==> config.mk <==
export PLATFORM = sky130hd
export DESIGN_NAME = lcpc_core
export DESIGN_NICKNAME = d
export VERILOG_FILES = /design/src/lcpc_pkg.sv /design/src/lcpc_core.sv
export SDC_FILE = /design/constraint.sdc
export NUM_CORES = 2
export LEC_CHECK = 0
export BUFFER_PORTS_ARGS = -buffer_cell sky130_fd_sc_hd__buf_2
export CELL_PAD_IN_SITES_DETAIL_PLACEMENT = 2
export CELL_PAD_IN_SITES_GLOBAL_PLACEMENT = 2
export CORE_MARGIN = 10
export CORE_UTILIZATION = 43
export DETAILED_ROUTE_END_ITERATION = 8
export GPL_TIMING_DRIVEN = 0
export PLACE_DENSITY_LB_ADDON = 0.08
export SYNTH_ARGS = -nofsm -noshare
export SYNTH_HDL_FRONTEND = slang
export SYNTH_SLANG_ARGS = --single-unit
export TNS_END_PERCENT = 1
==> constraint.sdc <==
create_clock -name clk -period 371.8 [get_ports clk]
set_input_delay 18.59 -clock clk [delete_from_list [all_inputs] [get_ports clk]]
set_output_delay 18.59 -clock clk [all_outputs]
set_load 0.02 [all_outputs]
==> src/lcpc_pkg.sv <==
// Purpose: Shared constants and types for the LED lane phase control core
// Assumes: 8-bit registers on a two-wire serial bus; six output lanes
// Notes:   Register offsets and reset values are used by the core and the tests
package lcpc_pkg;

   // Register map
   localparam logic [7:0] REG_CONFIG_OFS   = 8'h08;
   localparam logic [7:0] REG_LANE_OFS     = 8'h09;
   localparam logic [7:0] REG_PHASE_OFS    = 8'h0A;

   // Reset values
   localparam logic [7:0] CONFIG_RST       = 8'h1F;
   localparam logic [5:0] LANE_RST         = 6'h3F;
   localparam logic [7:0] PHASE_RST        = 8'h00;

   // Configuration fields
   localparam int         CFG_DIRECT_BIT   = 6;
   localparam int         CFG_DUTY_DC_BIT  = 5;
   localparam int         CFG_STRENGTH_LSB = 3;
   localparam int         CFG_RATE_BIT     = 2;
   localparam int         CFG_SHORT_LSB    = 0;

   // Phase register fields
   localparam int         PH_UNIFORM_BIT   = 7;
   localparam int         PH_SPREAD_LSB    = 0;
   localparam int         SPREAD_W         = 7;

   localparam int         LANES            = 6;

   // Timing: core clock and the spread time base in direct-follow mode
   localparam int         CLK_FREQ_KHZ     = 10000;
   localparam int         TIMEBASE_KHZ     = 12800;
   localparam int         MANUAL_DIVISOR   = 255;
   localparam int         DUTY_FULL_SCALE  = 255;

   // Boost driver strength codes: 25, 50, 75, 100 percent
   typedef enum logic [1:0] {STRENGTH_25, STRENGTH_50, STRENGTH_75, STRENGTH_100} lcpc_strength_t;

   // Switching rate select: 0 is 1200 kHz, 1 is 600 kHz
   localparam logic       RATE_1200K       = 1'b0;
   localparam logic       RATE_600K        = 1'b1;

   // Short threshold codes: off, 3.6 V, 4.8 V, 5.8 V
   typedef enum logic [1:0] {SHORT_OFF, SHORT_3V6, SHORT_4V8, SHORT_5V8} lcpc_short_t;

   // Serial slave sequencer
   typedef enum logic [3:0] {
      B_IDLE, B_ADDR, B_AACK, B_CMD, B_WDATA, B_WACK, B_RDATA, B_RACK
   } lcpc_bus_t;

endpackage : lcpc_pkg

==> src/lcpc_core.sv <==
// Purpose: Lane enable and fault readout, driver configuration, phase-spread PWM lanes
// Assumes: scl_in and sda_in are synchronous to clk; dimming_input passes a two-flop synchronizer
// Notes:   Registers reached over the two-wire serial bus, slave only, no clock stretch
`timescale 1ns/1ps

module lcpc_core #(
   parameter int         PW        = 20,
   parameter logic [6:0] SLAVE_ADR = 7'h2C   // Arbitrary neutral address
) (
   input  wire logic                    clk,
   input  wire logic                    sys_rst,
   input  wire logic                    scl_in,
   input  wire logic                    sda_in,
   output      logic                    sda_out,
   output      logic                    sda_oe,
   input  wire logic                    dimming_input,
   input  wire logic [lcpc_pkg::LANES-1:0] lane_fault,
   output      logic [lcpc_pkg::LANES-1:0] lane_drive,
   output      logic                    duty_dc_mode,
   output      logic [7:0]              dc_level,
   output      lcpc_pkg::lcpc_strength_t boost_driver_strength,
   output      logic                    switch_rate_select,
   output      lcpc_pkg::lcpc_short_t   short_threshold,
   output      logic                    short_detect_en
);
   import lcpc_pkg::*;

   typedef struct packed {
      lcpc_bus_t        bus;
      logic [3:0]       bits;
      logic [7:0]       shift;
      logic [7:0]       ptr;
      logic             go_on;
      logic             sda_oe;
      logic             scl_q;
      logic             sda_q;
      logic [7:0]       cfg;
      logic [LANES-1:0] lanes;
      logic [7:0]       phase;
      logic [LANES-1:0] faulted;
      logic             din_s1;
      logic             din_s2;
      logic             din_q;
      logic [PW-1:0]    pos;
      logic [PW-1:0]    period;
      logic [PW-1:0]    high_len;
      logic [7:0]       dc_level;
      logic [LANES-1:0] drive;
   } lcpc_state_t;

   lcpc_state_t s_ff;
   lcpc_state_t nxt_s;

   logic             scl_rise;
   logic             scl_fall;
   logic             bus_start;
   logic             bus_stop;
   logic [7:0]       rd_data;
   logic [2:0]       n_en;
   logic [PW-1:0]    step;
   logic [31:0]      step_uni;
   logic [31:0]      step_man;
   logic [31:0]      step_dir;
   logic [7:0]       duty_calc;
   logic             stale;
   logic [LANES-1:0] lane_nxt;
   logic [SPREAD_W-1:0] spread;

   function automatic logic [2:0] lcpc_rank(input logic [LANES-1:0] en, input int k);
      logic [2:0] r;
      r = 3'd0;
      for (int i = 0; i < LANES; i++) begin
         if (i < k && en[i]) begin
            r = r + 3'd1;
         end
      end
      return r;
   endfunction : lcpc_rank

   assign scl_rise  = scl_in & ~s_ff.scl_q;
   assign scl_fall  = ~scl_in & s_ff.scl_q;
   assign bus_start = s_ff.scl_q & scl_in & s_ff.sda_q & ~sda_in;
   assign bus_stop  = s_ff.scl_q & scl_in & ~s_ff.sda_q & sda_in;

   // Register readback at the current pointer
   always_comb begin
      case (s_ff.ptr)
         REG_CONFIG_OFS: rd_data = s_ff.cfg;
         REG_LANE_OFS:   rd_data = {2'b00, s_ff.lanes & ~s_ff.faulted};
         REG_PHASE_OFS:  rd_data = s_ff.phase;
         default:        rd_data = 8'h00;
      endcase
   end

   // Delay step per enabled lane
   assign n_en     = lcpc_rank(s_ff.lanes, LANES);
   assign spread   = s_ff.phase[PH_SPREAD_LSB +: SPREAD_W];
   assign step_uni = 32'(s_ff.period) / ((n_en == 3'd0) ? 32'd1 : 32'(n_en));
   assign step_man = (32'(s_ff.period) * 32'(spread)) / 32'(MANUAL_DIVISOR);
   assign step_dir = (32'(spread) * 32'(CLK_FREQ_KHZ)) / 32'(TIMEBASE_KHZ);

   always_comb begin
      if (s_ff.cfg[CFG_DIRECT_BIT]) begin
         step = PW'(step_dir);
      end else if (s_ff.phase[PH_UNIFORM_BIT]) begin
         step = PW'(step_uni);
      end else begin
         step = PW'(step_man);
      end
   end

   // Duty of the period just ended, 0..255
   assign duty_calc = 8'((32'(s_ff.high_len) * 32'(DUTY_FULL_SCALE))
                         / (32'(s_ff.pos) + 32'd1));
   // No rising edge seen yet, or input held steady: lanes follow the input level
   assign stale     = (s_ff.pos >= s_ff.period);

   for (genvar k = 0; k < LANES; k++) begin : g_lane
      logic [2:0]    rank;
      logic [PW-1:0] dly;
      logic [PW-1:0] d;
      logic          win;
      logic          act;

      assign rank = lcpc_rank(s_ff.lanes, k);
      assign dly  = PW'(step * PW'(rank));
      assign d    = (s_ff.pos >= dly) ? PW'(s_ff.pos - dly)
                                      : PW'(s_ff.pos + s_ff.period - dly);
      assign win  = (d < s_ff.high_len);
      assign act  = s_ff.lanes[k] & ~s_ff.faulted[k];

      always_comb begin
         if (!act) begin
            lane_nxt[k] = 1'b0;
         end else if (s_ff.cfg[CFG_DUTY_DC_BIT]) begin
            lane_nxt[k] = 1'b1;
         end else if (stale || (s_ff.cfg[CFG_DIRECT_BIT] && dly == '0)) begin
            lane_nxt[k] = s_ff.din_s2;
         end else begin
            lane_nxt[k] = win;
         end
      end
   end

   always_comb begin
      logic [LANES-1:0] lane_clr;
      lane_clr = '0;
      nxt_s    = s_ff;

      nxt_s.scl_q  = scl_in;
      nxt_s.sda_q  = sda_in;
      nxt_s.din_s1 = dimming_input;
      nxt_s.din_s2 = s_ff.din_s1;
      nxt_s.din_q  = s_ff.din_s2;

      // Serial slave
      if (bus_start) begin
         nxt_s.bus    = B_ADDR;
         nxt_s.bits   = 4'd0;
         nxt_s.sda_oe = 1'b0;
      end else if (bus_stop) begin
         nxt_s.bus    = B_IDLE;
         nxt_s.sda_oe = 1'b0;
      end else if (scl_rise) begin
         case (s_ff.bus)
            B_ADDR, B_CMD, B_WDATA: begin
               if (s_ff.bits != 4'd8) begin
                  nxt_s.shift = {s_ff.shift[6:0], sda_in};
                  nxt_s.bits  = s_ff.bits + 4'd1;
               end
            end
            B_RDATA: begin
               nxt_s.shift = {s_ff.shift[6:0], 1'b0};
               nxt_s.bits  = s_ff.bits + 4'd1;
            end
            B_RACK: nxt_s.go_on = ~sda_in;
            default: ;
         endcase
      end else if (scl_fall) begin
         case (s_ff.bus)
            B_ADDR: begin
               if (s_ff.bits == 4'd8) begin
                  if (s_ff.shift[7:1] == SLAVE_ADR) begin
                     nxt_s.sda_oe = 1'b1;
                     nxt_s.go_on  = s_ff.shift[0];
                     nxt_s.bus    = B_AACK;
                  end else begin
                     nxt_s.bus = B_IDLE;
                  end
               end
            end
            B_AACK, B_RACK: begin
               nxt_s.bits = 4'd0;
               if (s_ff.go_on) begin
                  nxt_s.shift  = rd_data;
                  nxt_s.ptr    = s_ff.ptr + 8'd1;
                  nxt_s.sda_oe = ~rd_data[7];
                  nxt_s.bus    = B_RDATA;
               end else begin
                  nxt_s.sda_oe = 1'b0;
                  nxt_s.bus    = (s_ff.bus == B_AACK) ? B_CMD : B_IDLE;
               end
            end
            B_CMD: begin
               if (s_ff.bits == 4'd8) begin
                  nxt_s.ptr    = s_ff.shift;
                  nxt_s.sda_oe = 1'b1;
                  nxt_s.bus    = B_WACK;
               end
            end
            B_WDATA: begin
               if (s_ff.bits == 4'd8) begin
                  case (s_ff.ptr)
                     REG_CONFIG_OFS: nxt_s.cfg = s_ff.shift;
                     REG_LANE_OFS: begin
                        nxt_s.lanes = s_ff.shift[LANES-1:0];
                        lane_clr    = ~s_ff.shift[LANES-1:0];
                     end
                     REG_PHASE_OFS:  nxt_s.phase = s_ff.shift;
                     default: ;
                  endcase
                  nxt_s.ptr    = s_ff.ptr + 8'd1;
                  nxt_s.sda_oe = 1'b1;
                  nxt_s.bus    = B_WACK;
               end
            end
            B_WACK: begin
               nxt_s.sda_oe = 1'b0;
               nxt_s.bits   = 4'd0;
               nxt_s.bus    = B_WDATA;
            end
            B_RDATA: begin
               if (s_ff.bits == 4'd8) begin
                  nxt_s.sda_oe = 1'b0;
                  nxt_s.bus    = B_RACK;
               end else begin
                  nxt_s.sda_oe = ~s_ff.shift[7];
               end
            end
            default: ;
         endcase
      end

      // Fault latch: a new fault wins over a same-cycle clear
      nxt_s.faulted = (s_ff.faulted & ~lane_clr)
                    | (lane_fault & s_ff.lanes);

      // Dimming period and high-time measurement
      if (s_ff.din_s2 && !s_ff.din_q) begin
         nxt_s.period   = PW'(s_ff.pos + 1'b1);
         nxt_s.pos      = '0;
         nxt_s.dc_level = duty_calc;
      end else if (s_ff.pos != '1) begin
         nxt_s.pos = PW'(s_ff.pos + 1'b1);
      end
      if (!s_ff.din_s2 && s_ff.din_q) begin
         nxt_s.high_len = PW'(s_ff.pos + 1'b1);
      end

      nxt_s.drive = lane_nxt;
   end

   always_ff @(posedge clk or posedge sys_rst) begin
      if (sys_rst) begin
         s_ff       <= '0;
         s_ff.bus   <= B_IDLE;
         s_ff.cfg   <= CONFIG_RST;
         s_ff.lanes <= LANE_RST;
         s_ff.phase <= PHASE_RST;
      end else begin
         s_ff <= nxt_s;
      end
   end

   assign sda_out               = 1'b0;
   assign sda_oe                = s_ff.sda_oe;
   assign lane_drive            = s_ff.drive;
   assign duty_dc_mode          = s_ff.cfg[CFG_DUTY_DC_BIT];
   assign dc_level              = s_ff.dc_level;
   assign boost_driver_strength = lcpc_strength_t'(s_ff.cfg[CFG_STRENGTH_LSB +: 2]);
   assign switch_rate_select    = s_ff.cfg[CFG_RATE_BIT];
   assign short_threshold       = lcpc_short_t'(s_ff.cfg[CFG_SHORT_LSB +: 2]);
   assign short_detect_en       = (s_ff.cfg[CFG_SHORT_LSB +: 2] != 2'b00);

endmodule : lcpc_core

==> flow_metrics.py <==
metrics = {
    "run_status": {
        "status": "finished, violations left",
        "violations": "capacitance limit, slew limit",
    },
    "clock_tree": {
        "cts_buffer_depth": 2,
        "hold_buffers": 0,
        "cts_tree": "done",
        "cts-root-buf": "clkbuf_16",
        "cts_sinks": 132,
        "ctsResizeCount": 0,
        "clk_pin_slew_worst_paths_ns": 0.10,
        "cts_max_level": 4,
        "cts_made_buffers": 17,
        "postCtsSetupBuffers": 0,
        "insertion_delay_ns": 0.54,
    },
    "worst_setup_path": {
        "endpoint_kind": "flip-flop",
        "crit_type": "reg -> reg",
        "reg2reg_from": "s_ff[55]",
        "r2r_end": "dc_level[0]",
        "slowest_stage": "dfrtp_1",
        "critical_path.startpoint_type": "flip-flop",
        "slowest_delay_ns": 1.05,
        "crit_top_cell": "o21a_1",
        "worst_r2r_path_depth": 636,
        "crit_arrival_ns": 145.32,
        "rrSetupSlack_ns": 226.82,
        "worst_ep_required_time_ns": 372.13,
        "path_max_fanout": 17,
    },
    "cells_and_area": {
        "area_delta_synth_final_pct": 6.28,
        "fillers": 20200,
        "final_nets": 11600,
        "final_cells": 12400,
        "drive_gt1_share_pct": 7.62,
    },
    "sta": {
        "fmax_mhz": 6.90,
        "maxSlewViolCount": 18,
        "setup_viol": 0,
        "rsz0062_at_grt": "false",
        "tightest_slew_ns": 1.58,
        "skew_ns": 0.0318,
        "fin_crit_ns": 144.98,
        "hold_viol": 0,
        "finalCritPeriodShare_pct": 39.0,
        "slew_headroom_pct": -5.73,
        "final.setup.tns_ns": 0,
    },
    "floorplan": {
        "start_util_pct": 43.3,
        "core_um2": 169000,
        "die_h_um": 433,
        "dieArea_um2": 188000,
        "die_x_um": 433,
        "rows": 151,
        "ios": 34,
    },
    "placement": {
        "place.gp.congestion": 0.931,
        "dpl.cell_count": 12400,
        "io_buffers": 32,
        "post-dp-hpwl_um": 277000,
    },
    "logic_synthesis": {
        "synthesis.area_um2": 73400,
        "yosysTopAreaCellShare_pct": 19.3,
        "yosys_warnings": 0,
        "synth_common_cells": "1,134 x ha_1, 992 x nand2_1, 893 x nor2_1",
        "yosysSeqAreaShare_pct": 4.52,
        "syn_area_per_cell_um2": 7.27,
        "synthCells": 10100,
        "synth-edff-count": 0,
        "synth_seq_cells": 132,
        "ys_async_sr_fraction_pct": 100,
        "synth_top_cell_by_area": "ha_1",
        "ys.flop_type": "dfrtp_1",
        "synth.area.top_cells": "ha_1 19%, fa_1 6.9%, nand2_1 5.1%, xnor2_1 4.9%, a21oi_1 4.9%",
        "synth_most_common_cell": "ha_1",
        "synth_cell_types": 172,
    },
    "global_routing": {
        "antenna_found_initial": 12,
        "track_usage_pct": 35.3,
        "overflow": 0,
        "grt_pass1_wl_um": 534000,
        "first_global_vias": 92100,
        "grt_max_degree": 72,
    },
    "hold_path": {
        "hold_depth": 0,
        "hold_end": "nxt_s[74]",
        "min-delay-start": "nxt_s[75]",
        "holdCritPathClass": "reg -> reg",
    },
    "drt": {
        "avgViaCountPerCell": 6.59,
        "wl_per_cell_um": 27.7,
        "ant_nets": 0,
        "vias": 82000,
        "wl_um": 344000,
        "route.detailed.drc": 0,
        "drt_iter0_markers": 4732,
        "first_pass_iters": 8,
    },
    "flow_run": {
        "maxCapViolCount": 4,
    },
}
cells by family (layout without fill, tap and decap cells):
group / after synthesis / after routing / synth area share, %
AND/OR/NAND/NOR: 3864 / 3864 / 26.6
AO/OA/AOI/OAI: 2821 / 2821 / 25.4
adder cells (fa/ha/maj): 1405 / 1405 / 26.5
buffers and inverters: 996 / 1100 / 5.50
XOR/XNOR: 561 / 561 / 6.76
multiplexers: 319 / 319 / 4.75
flip-flops: 132 / 132 / 4.52
other: 1 / 21 / 0.00511
critical path, delay by kind of cell, from the launching register on:
family                   cells  cell delay, ns
flip-flops                   1            1.05
buffers and inverters       59           19.44
AND/OR/NAND/NOR             91           17.40
XOR/XNOR                     1            0.88
adder cells (fa/ha/maj)     32            9.95
multiplexers                12            4.14
AO/OA/AOI/OAI              441           91.65
through the flow:
stage | setup WS [ns] | utilization, % | cell area (um2) | hold slack [ns]
finish | 226.82 | 46.0 | 78000 | 0.350
global route | 215.99 | 46.0 | 78000 | 0.367
CTS | 227.59 | 46.0 | 78000 | 0.356
detailed placement | 228.62 | 45.7 | 77400 | 0.345
global placement | 234.18 | 45.1 | 76400 | 0.336
floorplan | 252.50 | - | 73400 | 0.331
flip-flops by register name, summed over array words and instances (netlist names):
| signal | count |
|---|---|
| boost_driver_strength | 2 |
| switch_rate_select | 1 |
| nxt_s | 2 |
| duty_dc_mode | 1 |
| s_ff | 109 |
| short_threshold | 2 |
| lane_drive | 6 |
| sda_oe | 1 |
| dc_level | 8 |
layer usage:
layer | global-route usage (%) | routed length, um | vias to the layer above
met5 | 0 | 70 | -
met4 | 22.6 | 26000 | 10
met3 | 5.73 | 17300 | 1338
met2 | 62.8 | 167000 | 2577
met1 | 38.9 | 133000 | 41300
li1 | - | - | 36800
worst max path at each step:
stage	from	end	slack, ns	depth (start not counted)
2_1_floorplan	s_ff[54]	dc_level[0]	252.50	628
3_3_place_gp	s_ff[54]	dc_level[0]	234.18	627
3_5_place_dp	s_ff[55]	dc_level[0]	228.62	635
4_1_cts	s_ff[55]	dc_level[0]	227.59	636
5_1_grt	s_ff[55]	dc_level[0]	215.99	636
6_report	s_ff[55]	dc_level[0]	226.82	636
cells in the final DEF, fill, tap and decap left out, types with 207 or more instances in the layout:
cell / n
a21oi_1: 714
clkbuf_1: 211
fa_1: 253
ha_1: 1134
inv_1: 698
mux2_2: 213
nand2_1: 992
nand3_1: 207
nor2_1: 893
nor3_1: 539
o21a_1: 466
o21ai_0: 564
xnor2_1: 399
cell type report:
cell class,count,area (um2),area share [%]
multi-input cells,8986,66400,85.1
repair buffers,72,891,1.14
well taps,2218,2780,3.56
clock inverters,15,140,0.180
flip-flops and latches,132,3320,4.25
plain buffers,292,1400,1.79
inverters,704,2650,3.39
diodes,5,12.5,0.0160
clock buffers,17,425,0.545
Power is left out: the tool's default activity adds up to more than one toggle a clock period on the data nets, which glitch-free logic cannot reach.
